--- src/common/cmp_skip_pkg.sv ---
`default_nettype none
package cmp_skip_pkg;

    localparam int          DATA_WIDTH   = 8;
    localparam int          PC_WIDTH     = 16;
    localparam int          OFFSET_WIDTH = 7;

    // Status flag bit positions
    localparam logic [2:0]  FLAG_C_POS   = 3'h0;
    localparam logic [2:0]  FLAG_Z_POS   = 3'h1;
    localparam logic [2:0]  FLAG_N_POS   = 3'h2;
    localparam logic [2:0]  FLAG_V_POS   = 3'h3;
    localparam logic [2:0]  FLAG_H_POS   = 3'h5;

    // Reset values
    localparam logic [7:0]  FLAGS_RESET  = 8'h00;
    localparam logic [1:0]  REMAIN_RESET = 2'h0;

    // Program counter steps in words
    localparam logic [1:0]  PC_STEP_NEXT     = 2'h1;
    localparam logic [1:0]  PC_STEP_SKIP_ONE = 2'h2;
    localparam logic [1:0]  PC_STEP_SKIP_TWO = 2'h3;

    // Cycle counts
    localparam logic [1:0]  CYCLES_SHORT        = 2'h1;
    localparam logic [1:0]  CYCLES_BRANCH_TAKEN = 2'h2;
    localparam logic [1:0]  CYCLES_SKIP_ONE     = 2'h2;
    localparam logic [1:0]  CYCLES_SKIP_TWO     = 2'h3;

    typedef enum logic [3:0] {
        compare_immediate_op,
        skip_reg_bit_clear_op,
        skip_reg_bit_set_op,
        skip_io_bit_clear_op,
        skip_io_bit_set_op,
        branch_flag_set_op,
        branch_flag_clear_op,
        branch_carry_clear_op,
        branch_unsigned_ge_op
    } op_t;

    // Bit of a byte chosen by a 3-bit index
    function automatic logic pick_bit(input logic [7:0] value, input logic [2:0] sel);
        pick_bit = value[sel];
    endfunction : pick_bit

endpackage : cmp_skip_pkg
`default_nettype wire

--- src/common/cmp_if.sv ---
`timescale 1ns/1ns
`default_nettype none
interface cmp_if;
    logic [7:0] minuend;
    logic [7:0] subtrahend;
    logic [7:0] flags_in;
    logic [7:0] flags_out;

    modport alu  (input minuend, input subtrahend, input flags_in, output flags_out);
    modport user (output minuend, output subtrahend, output flags_in, input flags_out);
endinterface : cmp_if
`default_nettype wire

--- src/hdl/compare_flags.sv ---
`timescale 1ns/1ns
`default_nettype none
module compare_flags
    import cmp_skip_pkg::*;
(
    cmp_if.alu cmp
);

    logic [7:0] diff;
    logic [7:0] a;
    logic [7:0] b;
    logic       h_flag;
    logic       v_flag;
    logic       c_flag;

    assign a      = cmp.minuend;
    assign b      = cmp.subtrahend;
    assign diff   = a - b;
    // Borrow out of bit 3 and bit 7
    assign h_flag = (~a[3] & b[3]) | (b[3] & diff[3]) | (diff[3] & ~a[3]);
    assign c_flag = (~a[7] & b[7]) | (b[7] & diff[7]) | (diff[7] & ~a[7]);
    assign v_flag = (a[7] & ~b[7] & ~diff[7]) | (~a[7] & b[7] & diff[7]);

    // Difference itself is dropped, only flags leave
    always_comb begin
        cmp.flags_out             = cmp.flags_in;
        cmp.flags_out[FLAG_Z_POS] = (diff == 8'h00);
        cmp.flags_out[FLAG_N_POS] = diff[7];
        cmp.flags_out[FLAG_V_POS] = v_flag;
        cmp.flags_out[FLAG_C_POS] = c_flag;
        cmp.flags_out[FLAG_H_POS] = h_flag;
    end

endmodule : compare_flags
`default_nettype wire

--- src/hdl/compare_skip_branch_unit.sv ---
// Overview of operation
// - Compare-with-immediate sets Z, N, V, C and H from register minus constant, drops the difference, one cycle.
// - Register-bit-clear skip moves the PC past the next instruction (plus 2 or 3) when the bit is zero.
// - Register-bit-set skip moves the PC on by 2 or 3 when the bit is one, else to the next instruction.
// - I/O-bit-clear skip adds 2 or 3 to the PC when the I/O bit reads zero, flags untouched.
// - I/O-bit-set skip adds 2 or 3 to the PC when the I/O bit reads one, flags untouched.
// - Flag-set branch loads PC plus offset plus one when the chosen status bit is one, taking one or two cycles.
// - Flag-clear branch loads PC plus offset plus one when the chosen status bit is zero, flags untouched.
// - Carry-clear branch is taken to PC plus offset plus one only while carry is zero.
// - Unsigned same-or-higher branch behaves as the carry-clear test and changes no flag.
`timescale 1ns/1ns
`default_nettype none
module compare_skip_branch_unit
    import cmp_skip_pkg::*;
#(
    parameter int PC_W = PC_WIDTH
) (
    input  wire logic                    i_sys_clk,
    input  wire logic                    i_resetn,
    input  wire logic                    i_issue_valid,
    output logic                         o_issue_ready,
    input  wire op_t                     i_op,
    input  wire logic [DATA_WIDTH-1:0]   i_reg_value,
    input  wire logic [DATA_WIDTH-1:0]   i_imm_value,
    input  wire logic [2:0]              i_bit_sel,
    input  wire logic [DATA_WIDTH-1:0]   i_io_value,
    input  wire logic [OFFSET_WIDTH-1:0] i_offset,
    input  wire logic [PC_W-1:0]         i_pc,
    input  wire logic                    i_next_two_word,
    input  wire logic [7:0]              i_status_flags_register,
    output logic                         o_done,
    output logic                         o_pc_load,
    output logic [PC_W-1:0]              o_pc_value,
    output logic                         o_flags_we,
    output logic [7:0]                   o_status_flags_register
);

    typedef enum logic {ST_IDLE, ST_WAIT} state_t;

    state_t          state_reg;
    state_t          state_next;
    logic [1:0]      remain_reg;
    logic [1:0]      remain_next;
    logic [PC_W-1:0] pc_reg;
    logic [PC_W-1:0] pc_next;
    logic            done_reg;
    logic            done_next;
    logic            flags_we_reg;
    logic            flags_we_next;
    logic [7:0]      flags_reg;
    logic [7:0]      flags_next;

    cmp_if cmp_bus ();

    compare_flags u_compare_flags (
        .cmp (cmp_bus.alu)
    );

    // Decode
    wire accept       = i_issue_valid && (state_reg == ST_IDLE);
    wire is_cmp       = (i_op == compare_immediate_op);
    wire reg_bit      = pick_bit(i_reg_value, i_bit_sel);
    wire io_bit       = pick_bit(i_io_value, i_bit_sel);
    wire flag_bit     = pick_bit(i_status_flags_register, i_bit_sel);
    wire carry        = i_status_flags_register[FLAG_C_POS];

    wire skip_rc      = (i_op == skip_reg_bit_clear_op) && !reg_bit;
    wire skip_rs      = (i_op == skip_reg_bit_set_op) && reg_bit;
    wire skip_ic      = (i_op == skip_io_bit_clear_op) && !io_bit;
    wire skip_is      = (i_op == skip_io_bit_set_op) && io_bit;
    wire skip_hit     = skip_rc || skip_rs || skip_ic || skip_is;

    wire br_fs        = (i_op == branch_flag_set_op) && flag_bit;
    wire br_fc        = (i_op == branch_flag_clear_op) && !flag_bit;
    wire br_cc        = (i_op == branch_carry_clear_op) && !carry;
    wire br_ge        = (i_op == branch_unsigned_ge_op) && !carry;
    wire branch_hit   = br_fs || br_fc || br_cc || br_ge;

    // Sign-extended word offset
    wire [PC_W-1:0] offset_ext  = PC_W'($signed(i_offset));
    wire [1:0]      skip_step   = i_next_two_word ? PC_STEP_SKIP_TWO : PC_STEP_SKIP_ONE;
    wire [1:0]      skip_cycles = i_next_two_word ? CYCLES_SKIP_TWO : CYCLES_SKIP_ONE;
    wire [PC_W-1:0] pc_seq      = i_pc + PC_W'(PC_STEP_NEXT);
    wire [PC_W-1:0] pc_skip     = i_pc + PC_W'(skip_step);
    wire [PC_W-1:0] pc_branch   = i_pc + offset_ext + PC_W'(PC_STEP_NEXT);

    wire [PC_W-1:0] pc_result   = branch_hit ? pc_branch :
                                  skip_hit   ? pc_skip   : pc_seq;
    wire [1:0]      cycles      = branch_hit ? CYCLES_BRANCH_TAKEN :
                                  skip_hit   ? skip_cycles : CYCLES_SHORT;

    assign cmp_bus.minuend    = i_reg_value;
    assign cmp_bus.subtrahend = i_imm_value;
    assign cmp_bus.flags_in   = i_status_flags_register;

    // Next state
    always_comb begin
        state_next    = state_reg;
        remain_next   = remain_reg;
        pc_next       = pc_reg;
        done_next     = 1'b0;
        flags_we_next = 1'b0;
        flags_next    = flags_reg;
        case (state_reg)
            ST_IDLE: begin
                if (accept) begin
                    pc_next = pc_result;
                    if (is_cmp) begin
                        flags_next    = cmp_bus.flags_out;
                        flags_we_next = 1'b1;
                    end
                    if (cycles == CYCLES_SHORT) begin
                        done_next = 1'b1;
                    end else begin
                        state_next  = ST_WAIT;
                        remain_next = cycles - 2'h1;
                    end
                end
            end
            ST_WAIT: begin
                remain_next = remain_reg - 2'h1;
                if (remain_reg == 2'h1) begin
                    done_next  = 1'b1;
                    state_next = ST_IDLE;
                end
            end
            default: begin
                state_next = ST_IDLE;
            end
        endcase
    end

    always_ff @(posedge i_sys_clk) begin
        if (!i_resetn) begin
            state_reg    <= ST_IDLE;
            remain_reg   <= REMAIN_RESET;
            pc_reg       <= '0;
            done_reg     <= 1'b0;
            flags_we_reg <= 1'b0;
            flags_reg    <= FLAGS_RESET;
        end else begin
            state_reg    <= state_next;
            remain_reg   <= remain_next;
            pc_reg       <= pc_next;
            done_reg     <= done_next;
            flags_we_reg <= flags_we_next;
            flags_reg    <= flags_next;
        end
    end

    assign o_issue_ready           = (state_reg == ST_IDLE);
    assign o_done                  = done_reg;
    assign o_pc_load               = done_reg;
    assign o_pc_value              = pc_reg;
    assign o_flags_we              = flags_we_reg;
    assign o_status_flags_register = flags_reg;
endmodule : compare_skip_branch_unit
`default_nettype wire

--- config.mk ---
export PLATFORM = sky130hd
export DESIGN_NAME = compare_skip_branch_unit
export DESIGN_NICKNAME = d
export VERILOG_FILES = /design/src/common/cmp_skip_pkg.sv /design/src/common/cmp_if.sv /design/src/hdl/compare_flags.sv /design/src/hdl/compare_skip_branch_unit.sv
export SDC_FILE = /design/constraint.sdc
export NUM_CORES = 1
export LEC_CHECK = 0
export ABC_AREA = 1
export BUFFER_PORTS_ARGS = -buffer_cell sky130_fd_sc_hd__buf_2
export CELL_PAD_IN_SITES_DETAIL_PLACEMENT = 1
export CELL_PAD_IN_SITES_GLOBAL_PLACEMENT = 1
export CORE_MARGIN = 10
export CORE_UTILIZATION = 35
export CTS_CLUSTER_SIZE = 8
export DETAILED_ROUTE_END_ITERATION = 8
export HOLD_SLACK_MARGIN = 0.08
export PLACE_DENSITY_LB_ADDON = 0.3
export SLEW_MARGIN = 20
export SYNTH_ARGS = -nofsm -noshare
export SYNTH_HDL_FRONTEND = slang
export SYNTH_SLANG_ARGS = --single-unit
--- constraint.sdc ---
create_clock -name i_sys_clk -period 3.01 [get_ports i_sys_clk]
set_input_delay 0.4515 -clock i_sys_clk [delete_from_list [all_inputs] [get_ports i_sys_clk]]
set_output_delay 0.4515 -clock i_sys_clk [all_outputs]
set_load 0.01 [all_outputs]
## Word level (Yosys, flattened, before mapping)

Index checks and enable logic that the tools add are counted.
Widths: inputs -> output; s select.

| cells by class | value |
|---|---|
| $add $sub $neg | 7 |
| magnitude comparators | 1 |
| equal/unequal tests | 12 |
| multiplexer cells | 23 |
| bitwise logic cells | 21 |
| reductions and logical operators | 25 |

Operators by type and width:

| kind | number |
|---|---|
| $add 16x1->16 const B | 2 |
| $mux 16 | 2 |
| $add 16x16->16 | 1 |
| $add 16x2->16 | 1 |
| $eq 4x3->1 const B | 4 |
| $mux 1 | 11 |
| $and 1x1->1 | 9 |
| $bmux 1 s3 | 3 |
| $logic_and 1x1->1 | 9 |
| $eq 4x2->1 const B | 2 |
| $logic_not 8->1 | 1 |
| $mux 2 | 4 |
| $sub 8x8->8 | 1 |
| $not 1->1 | 7 |
| $logic_or 1x1->1 | 6 |
| $or 1x1->1 | 5 |
| $eq 2x1->1 const B | 2 |
| $eq 4x1->1 const B | 1 |
| $eq 4x4->1 const B | 1 |
| $logic_not 1->1 | 4 |
| $logic_not 4->1 | 1 |
| $lt 3x4->1 const B | 1 |
| $pmux 1 s2 | 2 |
| $pmux 2 s2 | 1 |
| other kinds (6) | 8 |

| word-level totals | value |
|---|---|
| register bits after elaboration | 29 |
| input bits | 66 |
| output and inout bits | 28 |

## Longest topological paths before layout

Gate-level depths: netlist of the first run.

| logic depth | value |
|---|---|
| depth in word-level cells | 13 |
| gate-level depth with buffers | 23 |

## Hierarchy

From an unflattened synthesis of the first run, not the netlist that was laid out.

| second synthesis, totals | value |
|---|---|
| cells, all modules | 585 |
| area, all modules | 3513.4 um2 |

By module, submodules not included:

| module | instances | cells an instance | area each (um2) | sequential area each (um2) |
|---|---|---|---|---|
| compare_skip_branch_unit | 1 | 502 | 3007.9 | 580.6 |
| compare_flags | 1 | 83 | 505.5 | 0.0 |

## Least setup slack after synthesis of the first run

No wires, ideal clock.

| timing path | value |
|---|---|
| path type | input to register |
| start point | in i_bit_sel[0] |
| end point | reg pc_reg[14], in the netlist o_pc_value[14] |
| setup time | 0.109 ns |
| arrival | 2.397 ns |
| data required time | 2.901 ns |
| setup slack | 0.504 ns |
| stages | 22 |
| buffers on the path | 1 |
| cell sequence | inv_2 buf_6 nand2_1 nand2_1 nand2_1 nand3_1 nand2_1 nand2_1 nand2_1 nand2_1 nand2_1 ha_1 fa_1 nand2_1 nor2_1 nand3_1 nor2_1 xor2_1 nand3_1 nand3_1 nand2_1 inv_1 |

| between the ends | value |
|---|---|
| longest elaborated chain between the ends | 9 |

RTL lines:

| item | line | text |
|---|---|---|
| start: declaration | compare_skip_branch_unit.sv:25 | `input wire logic [2:0] i_bit_sel,` |
| $bmux 1 s3 | cmp_skip_pkg.sv:44 | `pick_bit = value[sel];` |
| $mux 1 (implied by the code) | cmp_skip_pkg.sv:44 |  |
| $logic_not 1->1 | compare_skip_branch_unit.sv:67 | `wire skip_rc = (i_op == skip_reg_bit_clear_op) && !reg_bit;` |
| $logic_and 1x1->1 | compare_skip_branch_unit.sv:67 |  |
| $logic_or 1x1->1 (3 in a row) | compare_skip_branch_unit.sv:71 | `wire skip_hit = skip_rc \|\| skip_rs \|\| skip_ic \|\| skip_is;` |
| $mux 16 | compare_skip_branch_unit.sv:88 | `skip_hit ? pc_skip : pc_seq;` |
| $mux 16 * | compare_skip_branch_unit.sv:87 | `wire [PC_W-1:0] pc_result = branch_hit ? pc_branch :` |
| end signal: assignment | compare_skip_branch_unit.sv:144 | `pc_reg <= pc_next;` |
| end: declaration | compare_skip_branch_unit.sv:44 | `logic [PC_W-1:0] pc_reg;` |

Every way passes the cells marked *; elsewhere a longest branch is shown, timed or not. The select of a mux whose other input is x is not followed.
A chain may end at the register's enable or synchronous reset.

## Worst setup path after layout of the first run

Same ends and word-level chain as after synthesis.

==> metrics.md, run 1 <==
| Metric | Value |
|---|---|
| Outcome | complete, no violations |
| Share of total power in sequential cells | 0.303 |
| Total track usage | 0.164 |
| Number of flops mapped to enable cells by yosys | 0 |
| Count of final setup violators | 0 |
| Final Hold Fails | 0 |
| Number of design-rule violations left by the first detailed-router iteration | around 170 |
| Average cell area after synthesis | between 6 and 7 um^2 |
| Detailed placer's ending HPWL | around 10 mm |
| Share of total power in the clock network | 0.245 |
| Final critical path time including I/O delays and setup | around 2.7 ns |
| Worst stage delay on the critical path | roughly 0.40 ns |
| Max transition margin | 0.512 |
| Endpoint of the lowest-slack register-to-register path | o_status_flags_register[4] |
| Proportion of synthesized flip-flops having asynchronous set or reset | 0 |
| Reg2reg setup slack | ~1.3 ns |
| Count of fill cells added during filler insertion | about 1,400 |
| Unrepaired setup endpoints after global routing | false |
| Area growth from synthesis to layout | 20.0% |
| Count of different cell masters after synthesis | 32 |
| Chain of cells forming the critical path | clkbuf_4 -> inv_4 -> nand2_1 -> nand2_1 -> nand2_1 -> nand3_1 -> nand2_1 -> nand2_1 -> nand2_1 -> nand2_2 -> nand2_1 -> ha_1 -> fa_1 -> nand2_1 -> nor2_4 -> nand3_1 -> nor2_1 -> xor2_1 -> nand3_1 -> nand3_1 -> nand2_1 -> inv_1 |
| Worst setup skew after layout | ~0.0053 ns |
| Diodes inserted | 0 |
| Worst-path cell with the longest stage delay | fa_1 |
| CTS Buf Count | 5 |
| Least-Margin Pin Slew | ~0.73 ns |
| Top Family by Delay on Critical Path | simple AND/OR/NAND/NOR gates |
| Cell type with the highest aggregate area in the netlist | dfxtp_1 |
| Count of yosys warnings during synthesis | 0 |
| Number of vias in the routed layout | between 3,000 and 4,000 |
| Final worst-path setup slack | around 0.31 ns |
| Number of buffers on the longest clock path | 2 |
| R2R cell count | 7 |
| Required arrival time at the worst endpoint | 3.19 ns |
| Number of buffer and inverter instances along the worst setup path | 3 |
| Clock input transition at the sequential cells of the worst setup and hold paths | approximately 0.060 ns |
| Total leakage power | 2.31 nW |
| Die area | 14,000 um^2 |
| Worst EP arrival | roughly 2.9 ns |
| Number of sinks on the clock net | 29 |
| Commonest cells in the netlist | nand2_1, inv_1, nand3_1 |
| Layout Nets | around 750 |
| Worst flop-to-flop path startpoint | state_reg |
| Internal power | between 0.8 and 0.9 mW |
| Horizontal die dimension | about 120 um |
| Floorplan Core Area | 9330 um^2 |
| Wire length of the first global-routing pass | 19.8 mm |
| Final wirelength | around 12 mm |
| Total of flip-flops plus latches after synthesis | 29 |
| Port-buffer cells | 93 |
| Area share of the largest cell type after synthesis | 0.171 |
| DRC violation count after routing | 0 |
| Clock latency reported for the late side of the worst-skew pair | about 0.28 ns |
| Cell depth of the worst min-delay path | 3 |
| Setup crit end kind | flop |
| Top-level I/O count | 94 |
| CTS HTree Levels | 2 |
| Initial Util | 0.363 |
| Relative contribution of combinational cells to total power | 0.453 |
| Largest register FFs | 16 |
| Worst Setup Start Kind | input port |
| Synth area leaders | dfxtp_1, nand2_1, ha_1 |
| Placement-stage cell area | just under 4000 um^2 |
| Number of global-route vias before repair | about 4,200 |
| Minimum setup slack after placement | -0.147 ns |
| Maximum number of pins on one net before global-route repair | 28 |
| Top achievable clock speed | approximately 0.37 GHz |
| Switching power | between 0.5 and 0.6 mW |
| Most used standard cell by instance count after synthesis | nand2_1 |
| Layout Cell Area excl Fill | 4070 um^2 |
| Min Hold Slack | approximately 0.44 ns |
| Antenna violations before repair | 0 |
| Synthesized net count | around 660 |
| Switching share of power | 0.401 |
| CTS tree | done |
| Max-slew violation total from the final report | 0 |
| Endpoint of the worst hold path | o_status_flags_register[7] |
| Total congestion overflow after global routing | 0 |
| Placement Rows | 35 |
| Reported max-cap violation count | 0 |
| Vias per cell | a little under 5 |
| Fin crit share | 0.898 |
| Most numerous cell on the critical path | nand2_1 |
| Post-Syn Area | between 3000 and 4000 um^2 |
| Max Fanout on Critical Path | 13 |
| Fraction of final layout cells with drive strength greater than 1 | 0.194 |
| RePlAce Congestion | 0.859 |
| Total power consumption of the routed design | 1.44 mW |
| Total negative slack | 0 ns |
| Power density over the cells | approximately 350 nW/um^2 |
| Path type of the worst min-delay path | input port to flop |
| Startpoint of the tightest hold check path | i_status_flags_register[7] |
| Detailed Routing Iterations Pass 1 | 4 |
| Die Y-Extent | approximately 120 um |
| Critical path type | input port to flop |
| Antenna Nets Post-Route | 0 |
| Worst ir drop on vdd | about 0.19 mV |
| CTS Root Cell | clkbuf_8 |
| Number of cells produced by synthesis | 557 |
| Routed len/inst | about 15 um |
| Most instantiated flip-flop cell in the synthesis netlist | dfxtp_1 |
| Sequential element share of the synthesized area | 0.171 |
-- logic make-up after synthesis --
kind of cell / count (synthesis) / synth area share
adder cells (fa/ha/maj): 34 / 0.137
XOR/XNOR: 23 / 0.0594
buffers and inverters: 104 / 0.129
AO/OA/AOI/OAI: 59 / 0.0952
flip-flops: 29 / 0.171
AND/OR/NAND/NOR: 308 / 0.409
-- power groups by stage --
stage | Sequential [mW] | Clock (mW) | Combinational (mW)
after floorplan | 0.454 | 0 | 0.425
after global placement | 0.445 | 0 | 0.623
after detailed placement | 0.445 | 0 | 0.653
after CTS | 0.437 | 0.360 | 0.658
after global routing | 0.442 | 0.379 | 0.749
final | 0.437 | 0.353 | 0.653
-- area by class of cell --
type	count	area (um^2)	area share
clock inverter	1	5.00	0.00123
sequential	29	581	0.143
multi-input combinational	424	2380	0.586
tap	129	161	0.0397
clock buffer	7	96.3	0.0237
timing repair buffer	96	490	0.121
inverter	93	352	0.0864
-- placed cells by master, fill, tap and decap left out, types with 3 or more instances in the layout --
| cell | synthesis | layout |
|---|---|---|
| nand3b_1 | 4 | 4 |
| nand4_1 | 9 | 9 |
| clkbuf_8 | 0 | 7 |
| xor2_1 | 21 | 21 |
| nand3_1 | 72 | 72 |
| nor3_1 | 5 | 5 |
| buf_4 | 3 | 3 |
| fa_1 | 5 | 5 |
| a21oi_1 | 30 | 30 |
| a21oi_2 | 4 | 4 |
| nor2_1 | 60 | 59 |
| nand2_1 | 143 | 142 |
| ha_1 | 29 | 29 |
| buf_2 | 1 | 92 |
| dfxtp_1 | 29 | 29 |
| nand3_2 | 7 | 7 |
| nand2_4 | 4 | 4 |
| o21ai_0 | 19 | 19 |
| inv_1 | 91 | 91 |
-- per-layer routing --
| metal | track usage | part of all wire | up-vias |
|---|---|---|---|
| li1 | - | - | 1963 |
| met5 | 0 | 0 | - |
| met3 | 0.0262 | 0.040 | 11 |
| met1 | 0.199 | 0.46 | 1767 |
| met4 | 0.0374 | 0.011 | 0 |
| met2 | 0.296 | 0.49 | 72 |
-- tightest hold or removal path, delay by kind of cell --
| kind | cells | cell delay (ns) |
|---|---|---|
| AO/OA/AOI/OAI | 1 | 0.10 |
| buffers and inverters | 2 | 0.13 |
-- worst max path at each step --
| stage | from | to | slack (ns) | cells after the start |
|---|---|---|---|---|
| 2_1_floorplan | i_bit_sel[0] | o_pc_value[14] | 0.50 | 22 |
| 3_3_place_gp | i_bit_sel[0] | o_pc_value[14] | 0.14 | 22 |
| 3_5_place_dp | i_bit_sel[0] | o_pc_value[14] | -0.15 | 22 |
| 4_1_cts | i_bit_sel[0] | o_pc_value[14] | 0.14 | 22 |
| 5_1_grt | i_bit_sel[0] | o_pc_value[14] | 0.02 | 22 |
| 6_report | i_bit_sel[0] | o_pc_value[14] | 0.31 | 22 |
-- per-stage QoR --
| stage | instances | utilization |
|---|---|---|
| floorplan | 557 | - |
| global placement | 771 | 0.424 |
| detailed placement | 771 | 0.424 |
| CTS | 779 | 0.434 |
| global route | 779 | 0.436 |
| finish | 779 | 0.436 |
-- timing repair --
action,CTS,global route
endpoints found under the hold margin,0,0
resized for setup,0,5
setup buffers,0,0
endpoints found under the setup margin,0,6
hold buffers,0,0
Note: power is estimated with default switching activity, not from simulation.
==> inputs of run 2 (changes only) <==
--- a/config.mk
+++ b/config.mk
@@ -13,8 +13,10 @@
 export CORE_UTILIZATION = 35
 export CTS_CLUSTER_SIZE = 8
 export DETAILED_ROUTE_END_ITERATION = 8
+export GPL_ROUTABILITY_DRIVEN = 1
 export HOLD_SLACK_MARGIN = 0.08
 export PLACE_DENSITY_LB_ADDON = 0.3
+export SETUP_SLACK_MARGIN = 0.5
 export SLEW_MARGIN = 20
 export SYNTH_ARGS = -nofsm -noshare
 export SYNTH_HDL_FRONTEND = slang
==> run 2 against run 1 <==
  * Via count rose by 2.9%
  * Combinational power rose by 9.3%
  * First-iteration DRC count rose by 15%
  * Global-route usage rose by 0.14 points
  * Flip-flop and latch count did not move
  * Critical path depth fell by 1
  * Sequential power barely moved
  * Worst setup slack improved by 0.17 ns
  * Utilization rose by 2.5 points
  * Largest cell class unchanged
  * Maximum frequency rose by 6.5%
==> metrics.md, run 2 (synthesis gave the netlist of run 1 again) <==
| Metric | Value |
|---|---|
| Outcome | complete, no violations |
| Switching power | 0.613 mW (+6.0%) |
| CTS tree | done |
| Die Y-Extent | 118 um (unchanged) |
| Endpoint of the worst hold path | o_status_flags_register[7] |
| CTS Buf Count | 5 (unchanged) |
| Reg2reg setup slack | 1.27 ns (-0.03 ns) |
| Max-slew violation total from the final report | 0 (unchanged) |
| Layout Nets | 757 (+1.1%) |
| Switching share of power | 0.406 (+0.00570) |
| Maximum number of pins on one net before global-route repair | 28 (unchanged) |
| Worst ir drop on vdd | 0.189 mV (+1.1%) |
| Detailed Routing Iterations Pass 1 | 4 (unchanged) |
| Startpoint of the tightest hold check path | i_status_flags_register[7] |
| Critical path type | input port to flop |
| Setup crit end kind | flop |
| Placement Rows | 35 (unchanged) |
| Number of design-rule violations left by the first detailed-router iteration | 191 (+15%) |
| CTS Root Cell | clkbuf_8 |
| Power density over the cells | 351 nW/um^2 (-1.1%) |
| Largest register FFs | 16 (unchanged) |
| Vias per cell | 4.99 (+1.9%) |
| CTS HTree Levels | 2 (unchanged) |
| Total leakage power | 2.37 nW (+2.6%) |
| Met2 wire length | 6.38 mm (+10%) |
| Count of final setup violators | 0 (unchanged) |
| Chain of cells forming the critical path | buf_2 -> inv_4 -> nand2_1 -> nand3_1 -> nand3_2 -> nand2_1 -> nand2_1 -> nand2_1 -> nand2_2 -> nand2_2 -> ha_4 -> fa_2 -> nand2_4 -> nor2_4 -> nand2_1 -> nor2_2 -> nand3_1 -> nand4_1 -> nand3_1 -> nand2_1 -> inv_1 |
| Worst stage delay on the critical path | 0.26 ns (-0.14 ns) |
| DRC violation count after routing | 0 (unchanged) |
| Routed wire length on met3 | 518 um (+10%) |
| Final critical path time including I/O delays and setup | 2.54 ns (-0.166 ns) |
| Highest routed metal layer | met4 |
| Total of hold buffers inserted after clock tree synthesis | 0 (unchanged) |
| Sum of routed wire segments on met1 | 5.63 mm (+5.3%) |
| Total congestion overflow after global routing | 0 (unchanged) |
| Total negative slack | 0 ns (unchanged) |
| Top Family by Delay on Critical Path | simple AND/OR/NAND/NOR gates |
| Worst Setup Start Kind | input port |
| Final core utilization | 0.461 (+0.0245) |
| Most common cell after layout, fill and taps aside | nand2_1 |
| Number of buffers on the longest clock path | 2 (unchanged) |
| Endpoint of the lowest-slack register-to-register path | o_status_flags_register[4] |
| Share of total power in sequential cells | 0.290 (-0.013) |
| Reported max-cap violation count | 0 (unchanged) |
| Required arrival time at the worst endpoint | 3.19 ns (about the same) |
| Unrepaired setup endpoints after global routing | true |
| Max transition margin | 0.521 (+0.00913) |
| Fraction of final layout cells with drive strength greater than 1 | 0.246 (+0.0524) |
| Detailed placer's ending HPWL | 10.2 mm (unchanged) |
| Antenna Nets Post-Route | 0 (unchanged) |
| Internal power | 0.895 mW (+3.5%) |
| Final Hold Fails | 0 (unchanged) |
| Number of vias in the routed layout | 3,925 (+2.9%) |
| Relative contribution of combinational cells to total power | 0.474 (+0.021) |
| Path type of the worst min-delay path | input port to flop |
| Area growth from synthesis to layout | 26.8% |
| Least-Margin Pin Slew | 0.718 ns (-0.0137 ns) |
| Floorplan Core Area | 9330 um^2 (unchanged) |
| R2R cell count | 7 (unchanged) |
| Clock input transition at the sequential cells of the worst setup and hold paths | 0.06 ns (about the same) |
| Most numerous cell on the critical path | nand2_1 |
| Number of buffer and inverter instances along the worst setup path | 3 (unchanged) |
| Horizontal die dimension | 118 um (unchanged) |
| Die area | 14,000 um^2 (unchanged) |
| Worst EP arrival | 2.72 ns (-0.16 ns) |
| Initial Util | 0.363 (unchanged) |
| Diodes inserted | 0 (unchanged) |
| Top-level I/O count | 94 (unchanged) |
| Cell depth of the worst min-delay path | 3 (unchanged) |
| Top achievable clock speed | 0.394 GHz (+6.5%) |
| Worst flop-to-flop path startpoint | state_reg |
| Final wirelength | 12.8 mm (+9.2%) |
| Total track usage | 0.166 (+0.00137) |
| Max Fanout on Critical Path | 5 (-8) |
| Share of total power in the clock network | 0.237 (-0.008) |
| Most used cells in the layout excluding fill and tap cells | nand2_1, buf_2, inv_1 |
| Number of global-route vias before repair | 4,230 (+0.59%) |
| Clock latency reported for the late side of the worst-skew pair | 0.28 ns (about the same) |
| Worst setup skew after layout | 0.00551 ns (+0.000204 ns) |
| Worst-path cell with the longest stage delay | fa_2 |
| Routed len/inst | 16.3 um (+8.1%) |
| Port-buffer cells | 93 (unchanged) |
| Fin crit share | 0.843 (-0.0551) |
| Wire length of the first global-routing pass | 20.0 mm (+0.73%) |
| Antenna violations before repair | 0 (unchanged) |
| Min Hold Slack | 0.440 ns (-0.00266 ns) |
| Number of sinks on the clock net | 29 (unchanged) |
| RePlAce Congestion | 0.859 (unchanged) |
-- run 2: cell types whose count changed in the layout (fill, tap and decap cells not counted), moves of 5 or more --
cell,delta
buf_4,+7
nand3_1,-6
nand3_2,+6
nand2_1,-5
-- run 2: routing by layer --
metal,track usage,up-vias
met5,0,-
met4,0.0359,0
met3,0.0262,23
met2,0.300,81
met1,0.199,1842
li1,-,1979
-- run 2: area by class of cell --
cell class / instances / area (um^2)
inverter: 93 / 359
timing repair buffer: 103 / 576
multi-input combinational: 424 / 2510
fill: 1347 / 5030
timing repair inverter: 1 / 7.51
clock buffer: 7 / 96.3
tap: 129 / 161
clock inverter: 1 / 5.00
sequential: 29 / 581
-- run 2: worst max path at each step --
stage                               from             end  cells past startpoint
after floorplan             i_bit_sel[0]  o_pc_value[14]                     22
after global placement      i_bit_sel[0]  o_pc_value[14]                     22
after detailed placement    i_bit_sel[0]  o_pc_value[14]                     22
after CTS                   i_bit_sel[0]  o_pc_value[14]                     21
after global routing      i_reg_value[3]  o_pc_value[10]                     22
final                     i_reg_value[3]  o_pc_value[10]                     21
-- run 2: worst register-to-register path: stages (launching register included) --
cell	delay, ns
dfxtp_1	0.34
inv_1	0.11
nand2_1	0.23
inv_2	0.14
nand3_1	0.22
inv_1	0.37
o21ai_0	0.16
a21oi_1	0.12
-- run 2: power groups by stage --
stage | registers, mW | clock network, mW | logic [mW]
2_1_floorplan | 0.454 | 0 | 0.425
3_3_place_gp | 0.445 | 0 | 0.623
3_5_place_dp | 0.445 | 0 | 0.653
4_1_cts | 0.437 | 0.360 | 0.667
5_1_grt | 0.442 | 0.379 | 0.805
6_report | 0.437 | 0.357 | 0.714
-- run 2: repair_timing --
action | 4_1_cts | 5_1_grt
buffers inserted | 1 | 5
hold endpoints to repair | 0 | 0
gates resized for setup | 10 | 34
cloned | 1 | 1
setup endpoints to repair | 11 | 9
pin swaps | 0 | 17
-- run 2: per-stage QoR --
step	power, mW	area [um^2]	std cells	worst slack, ns
after floorplan	0.880	3390	557	0.504
after global placement	1.07	3950	771	0.136
after detailed placement	1.10	3950	771	-0.147
after CTS	1.46	4090	781	0.492
after global routing	1.63	4300	787	0.255
final	1.51	4300	787	0.473
==> inputs of run 3 (changes only) <==
==> constraint.sdc (replaced) <==
create_clock -name i_sys_clk -period 2.6 [get_ports i_sys_clk]
set_input_delay 0.39 -clock i_sys_clk [delete_from_list [all_inputs] [get_ports i_sys_clk]]
set_output_delay 0.39 -clock i_sys_clk [all_outputs]
set_load 0.01 [all_outputs]
==> run 3 against run 2 <==
  * Sequential share of layout area decreased by 1.2 points
  * Clock power rose by 3%
  * Design area up 9.9%
  * Global-route usage is 1.1 points higher
  * Clock skew fell by 0.0023 ns
  * Sequential power increased by 16%
  * Power rose by 22%
  * Utilization grew 4.6 points
  * Critical path type unchanged
  * Largest cell class unchanged
  * Largest power group unchanged
==> metrics.md, run 3 (synthesis gave the netlist of run 1 again) <==
| Metric | Value |
|---|---|
| Most numerous cell on the critical path | nand2_4 |
| Chain of cells forming the critical path | buf_12 -> inv_12 -> nand2_4 -> nand2_4 -> nand2_2 -> nand3_2 -> nand2_1 -> nand2_1 -> nand2_2 -> nand2_4 -> nand2_4 -> ha_4 -> fa_2 -> nand2_4 -> nor2_4 -> nand3_2 -> xor2_1 -> inv_1 -> nand3_2 -> nand3_2 -> a21oi_2 |
| Worst ir drop on vdd | 0.180 mV (-4.5%) |
| Diodes inserted | 0 (unchanged) |
| Max transition margin | 0.489 (-0.0319) |
| DRC violation count after routing | 0 (unchanged) |
| Detailed placer's ending HPWL | 10.4 mm (+1.9%) |
| Final core utilization | 0.506 (+0.0457) |
| Setup crit end kind | flop |
| Top-level I/O count | 94 (unchanged) |
| Final worst-path setup slack | 0.360 ns (-0.113 ns) |
| Number of sinks on the clock net | 29 (unchanged) |
| Switching share of power | 0.411 (+0.00461) |
| Final wirelength | 13.5 mm (+5.6%) |
| Wire length of the first global-routing pass | 21.2 mm (+6.3%) |
| Unrepaired setup endpoints after global routing | true |
| Clock latency reported for the late side of the worst-skew pair | 0.28 ns (about the same) |
| Count of final setup violators | 0 (unchanged) |
| RePlAce Congestion | 0.882 (+2.7%) |
| CTS Root Cell | clkbuf_8 |
| CTS Buf Count | 5 (unchanged) |
| Total of hold buffers inserted after clock tree synthesis | 0 (unchanged) |
| Most common cell after layout, fill and taps aside | nand2_1 |
| Routed len/inst | 16.8 um (+3.1%) |
| Top achievable clock speed | 0.446 GHz |
| Number of vias in the routed layout | 4,066 (+3.6%) |
| Area growth from synthesis to layout | 39.4% |
| Internal power | 1.09 mW (+21%) |
| Placement-stage cell area | 4100 um^2 (+3.8%) |
| Fin crit share | 0.861 |
| Antenna Nets Post-Route | 0 (unchanged) |
| R2R cell count | 7 (unchanged) |
| Detailed Routing Iterations Pass 1 | 4 (unchanged) |
| Count of fill cells added during filler insertion | 1,270 (-5.7%) |
| Placement Rows | 35 (unchanged) |
| Critical path destination | o_pc_value[6] |
| Fraction of final layout cells with drive strength greater than 1 | 0.335 (+0.0891) |
| Total congestion overflow after global routing | 0 (unchanged) |
| Outcome | complete, no violations |
| Switching power | 0.757 mW (+24%) |
| Worst-path cell with the longest stage delay | fa_2 |
| Total leakage power | 2.54 nW (+7.2%) |
| Path type of the worst min-delay path | input port to flop |
| Relative contribution of combinational cells to total power | 0.524 (+0.050) |
| Reg2reg setup slack | 0.71 ns (-0.56 ns) |
| Worst stage delay on the critical path | 0.38 ns (+0.12 ns) |
| CTS tree | done |
| Maximum number of pins on one net before global-route repair | 28 (unchanged) |
| Clock input transition at the sequential cells of the worst setup and hold paths | 0.06 ns (about the same) |
| Layout Nets | 777 (+2.6%) |
| Initial Util | 0.363 (unchanged) |
| Worst Setup Start Kind | input port |
| Endpoint of the lowest-slack register-to-register path | o_status_flags_register[6] |
| Reported max-cap violation count | 0 (unchanged) |
| Floorplan Core Area | 9330 um^2 (unchanged) |
| Port-buffer cells | 93 (unchanged) |
| Final critical path time including I/O delays and setup | 2.24 ns |
| Startpoint of the tightest hold check path | i_status_flags_register[7] |
| Largest register FFs | 16 (unchanged) |
| Most used cells in the layout excluding fill and tap cells | nand2_1, buf_2, inv_1 |
| Die area | 14,000 um^2 (unchanged) |
| Critical path startpoint | i_bit_sel[0] |
| Max-slew violation total from the final report | 0 (unchanged) |
| Final Hold Fails | 0 (unchanged) |
| Number of global-route vias before repair | 4,454 (+5.3%) |
| Horizontal die dimension | 118 um (unchanged) |
| Worst EP arrival | 2.45 ns (-0.27 ns) |
| CTS HTree Levels | 2 (unchanged) |
| Total track usage | 0.176 (+0.0106) |
| Worst flop-to-flop path startpoint | state_reg |
| Vias per cell | 5.04 (+1.2%) |
| Minimum setup slack after placement | -0.0880 ns (+0.0588 ns) |
| Max Fanout on Critical Path | 7 (+2) |
| Share of total power in sequential cells | 0.276 (-0.014) |
| Layout Cell Area excl Fill | 4720 um^2 (+9.9%) |
| Combined flip-flop and latch cell area | 581 um^2 (unchanged) |
| Required arrival time at the worst endpoint | 2.81 ns (-0.38 ns) |
| Number of buffers on the longest clock path | 2 (unchanged) |
| Number of design-rule violations left by the first detailed-router iteration | 169 (-12%) |
| Die Y-Extent | 118 um (unchanged) |
| Least-Margin Pin Slew | 0.766 ns (+0.0478 ns) |
| Critical path type | input port to flop |
| Share of total power in the clock network | 0.201 (-0.036) |
| Antenna violations before repair | 0 (unchanged) |
| Power density over the cells | 390 nW/um^2 (+11%) |
| Total power consumption of the routed design | 1.84 mW (+22%) |
| Worst setup skew after layout | 0.00321 ns (-0.00230 ns) |
| Area of the multi-input gates | 2710 um^2 (+8.0%) |
## run 3: cell types whose count changed in the layout (fill, tap and decap cells not counted), moves of 7 or more
cell / delta
nand2_1: -20
nand2_4: +8
buf_4: +16
inv_1: -9
nand2_2: +12
nand3_1: -7
buf_6: +7
## run 3: power groups by stage
stage	Clock (mW)	Combinational (mW)	Sequential, mW
after CTS	0.380	0.852	0.507
after detailed placement	0	0.793	0.517
after global placement	0	0.760	0.515
after floorplan	0	0.514	0.526
after global routing	0.391	1.07	0.513
final	0.369	0.965	0.508
## run 3: worst min-delay path by stage
stage | end | cells after the start
5_1_grt | o_status_flags_register[7] | 3
4_1_cts | o_status_flags_register[6] | 3
6_report | o_status_flags_register[7] | 3
2_1_floorplan | remain_reg[1] | 2
3_5_place_dp | o_status_flags_register[1] | 2
3_3_place_gp | o_status_flags_register[1] | 2
## run 3: per-stage QoR
stage | std cells | setup TNS [ns] | hold WS [ns]
final | 806 | 0 | 0.409
after global routing | 806 | 0 | 0.428
after CTS | 795 | 0 | 0.378
after detailed placement | 775 | -0.330 | 0.459
after global placement | 775 | 0 | 0.449
after floorplan | 557 | 0 | 0.485
## run 3: timing repair
action	in CTS	in global routing
pin swaps	30	40
gates resized for setup	41	58
buffers inserted	11	11
cloned	2	0
endpoints found under the setup margin	19	20
## run 3: layout make-up
cell class,instances,share of cell area
clock buffer,7,0.0183
multi-input combinational,424,0.574
inverter,93,0.0824
tap,129,0.0342
sequential,29,0.123
timing repair inverter,1,0.00238
timing repair buffer,123,0.166
## run 3: per-layer routing
layer / vias up / global-route usage / wire [um]
met1: 1921 / 0.219 / 5860
met2: 104 / 0.314 / 6770
li1: 2016 / - / -
met3: 25 / 0.0224 / 581
met5: - / 0 / 0
met4: 0 / 0.0427 / 321
## run 3: critical path: cells and delay by family
kind,cells,cell delay [ns]
xor+xnor,1,0.14
buf+inv,3,0.25
compound gates,1,0.13
fa+ha+maj,2,0.55
simple gates,14,0.96
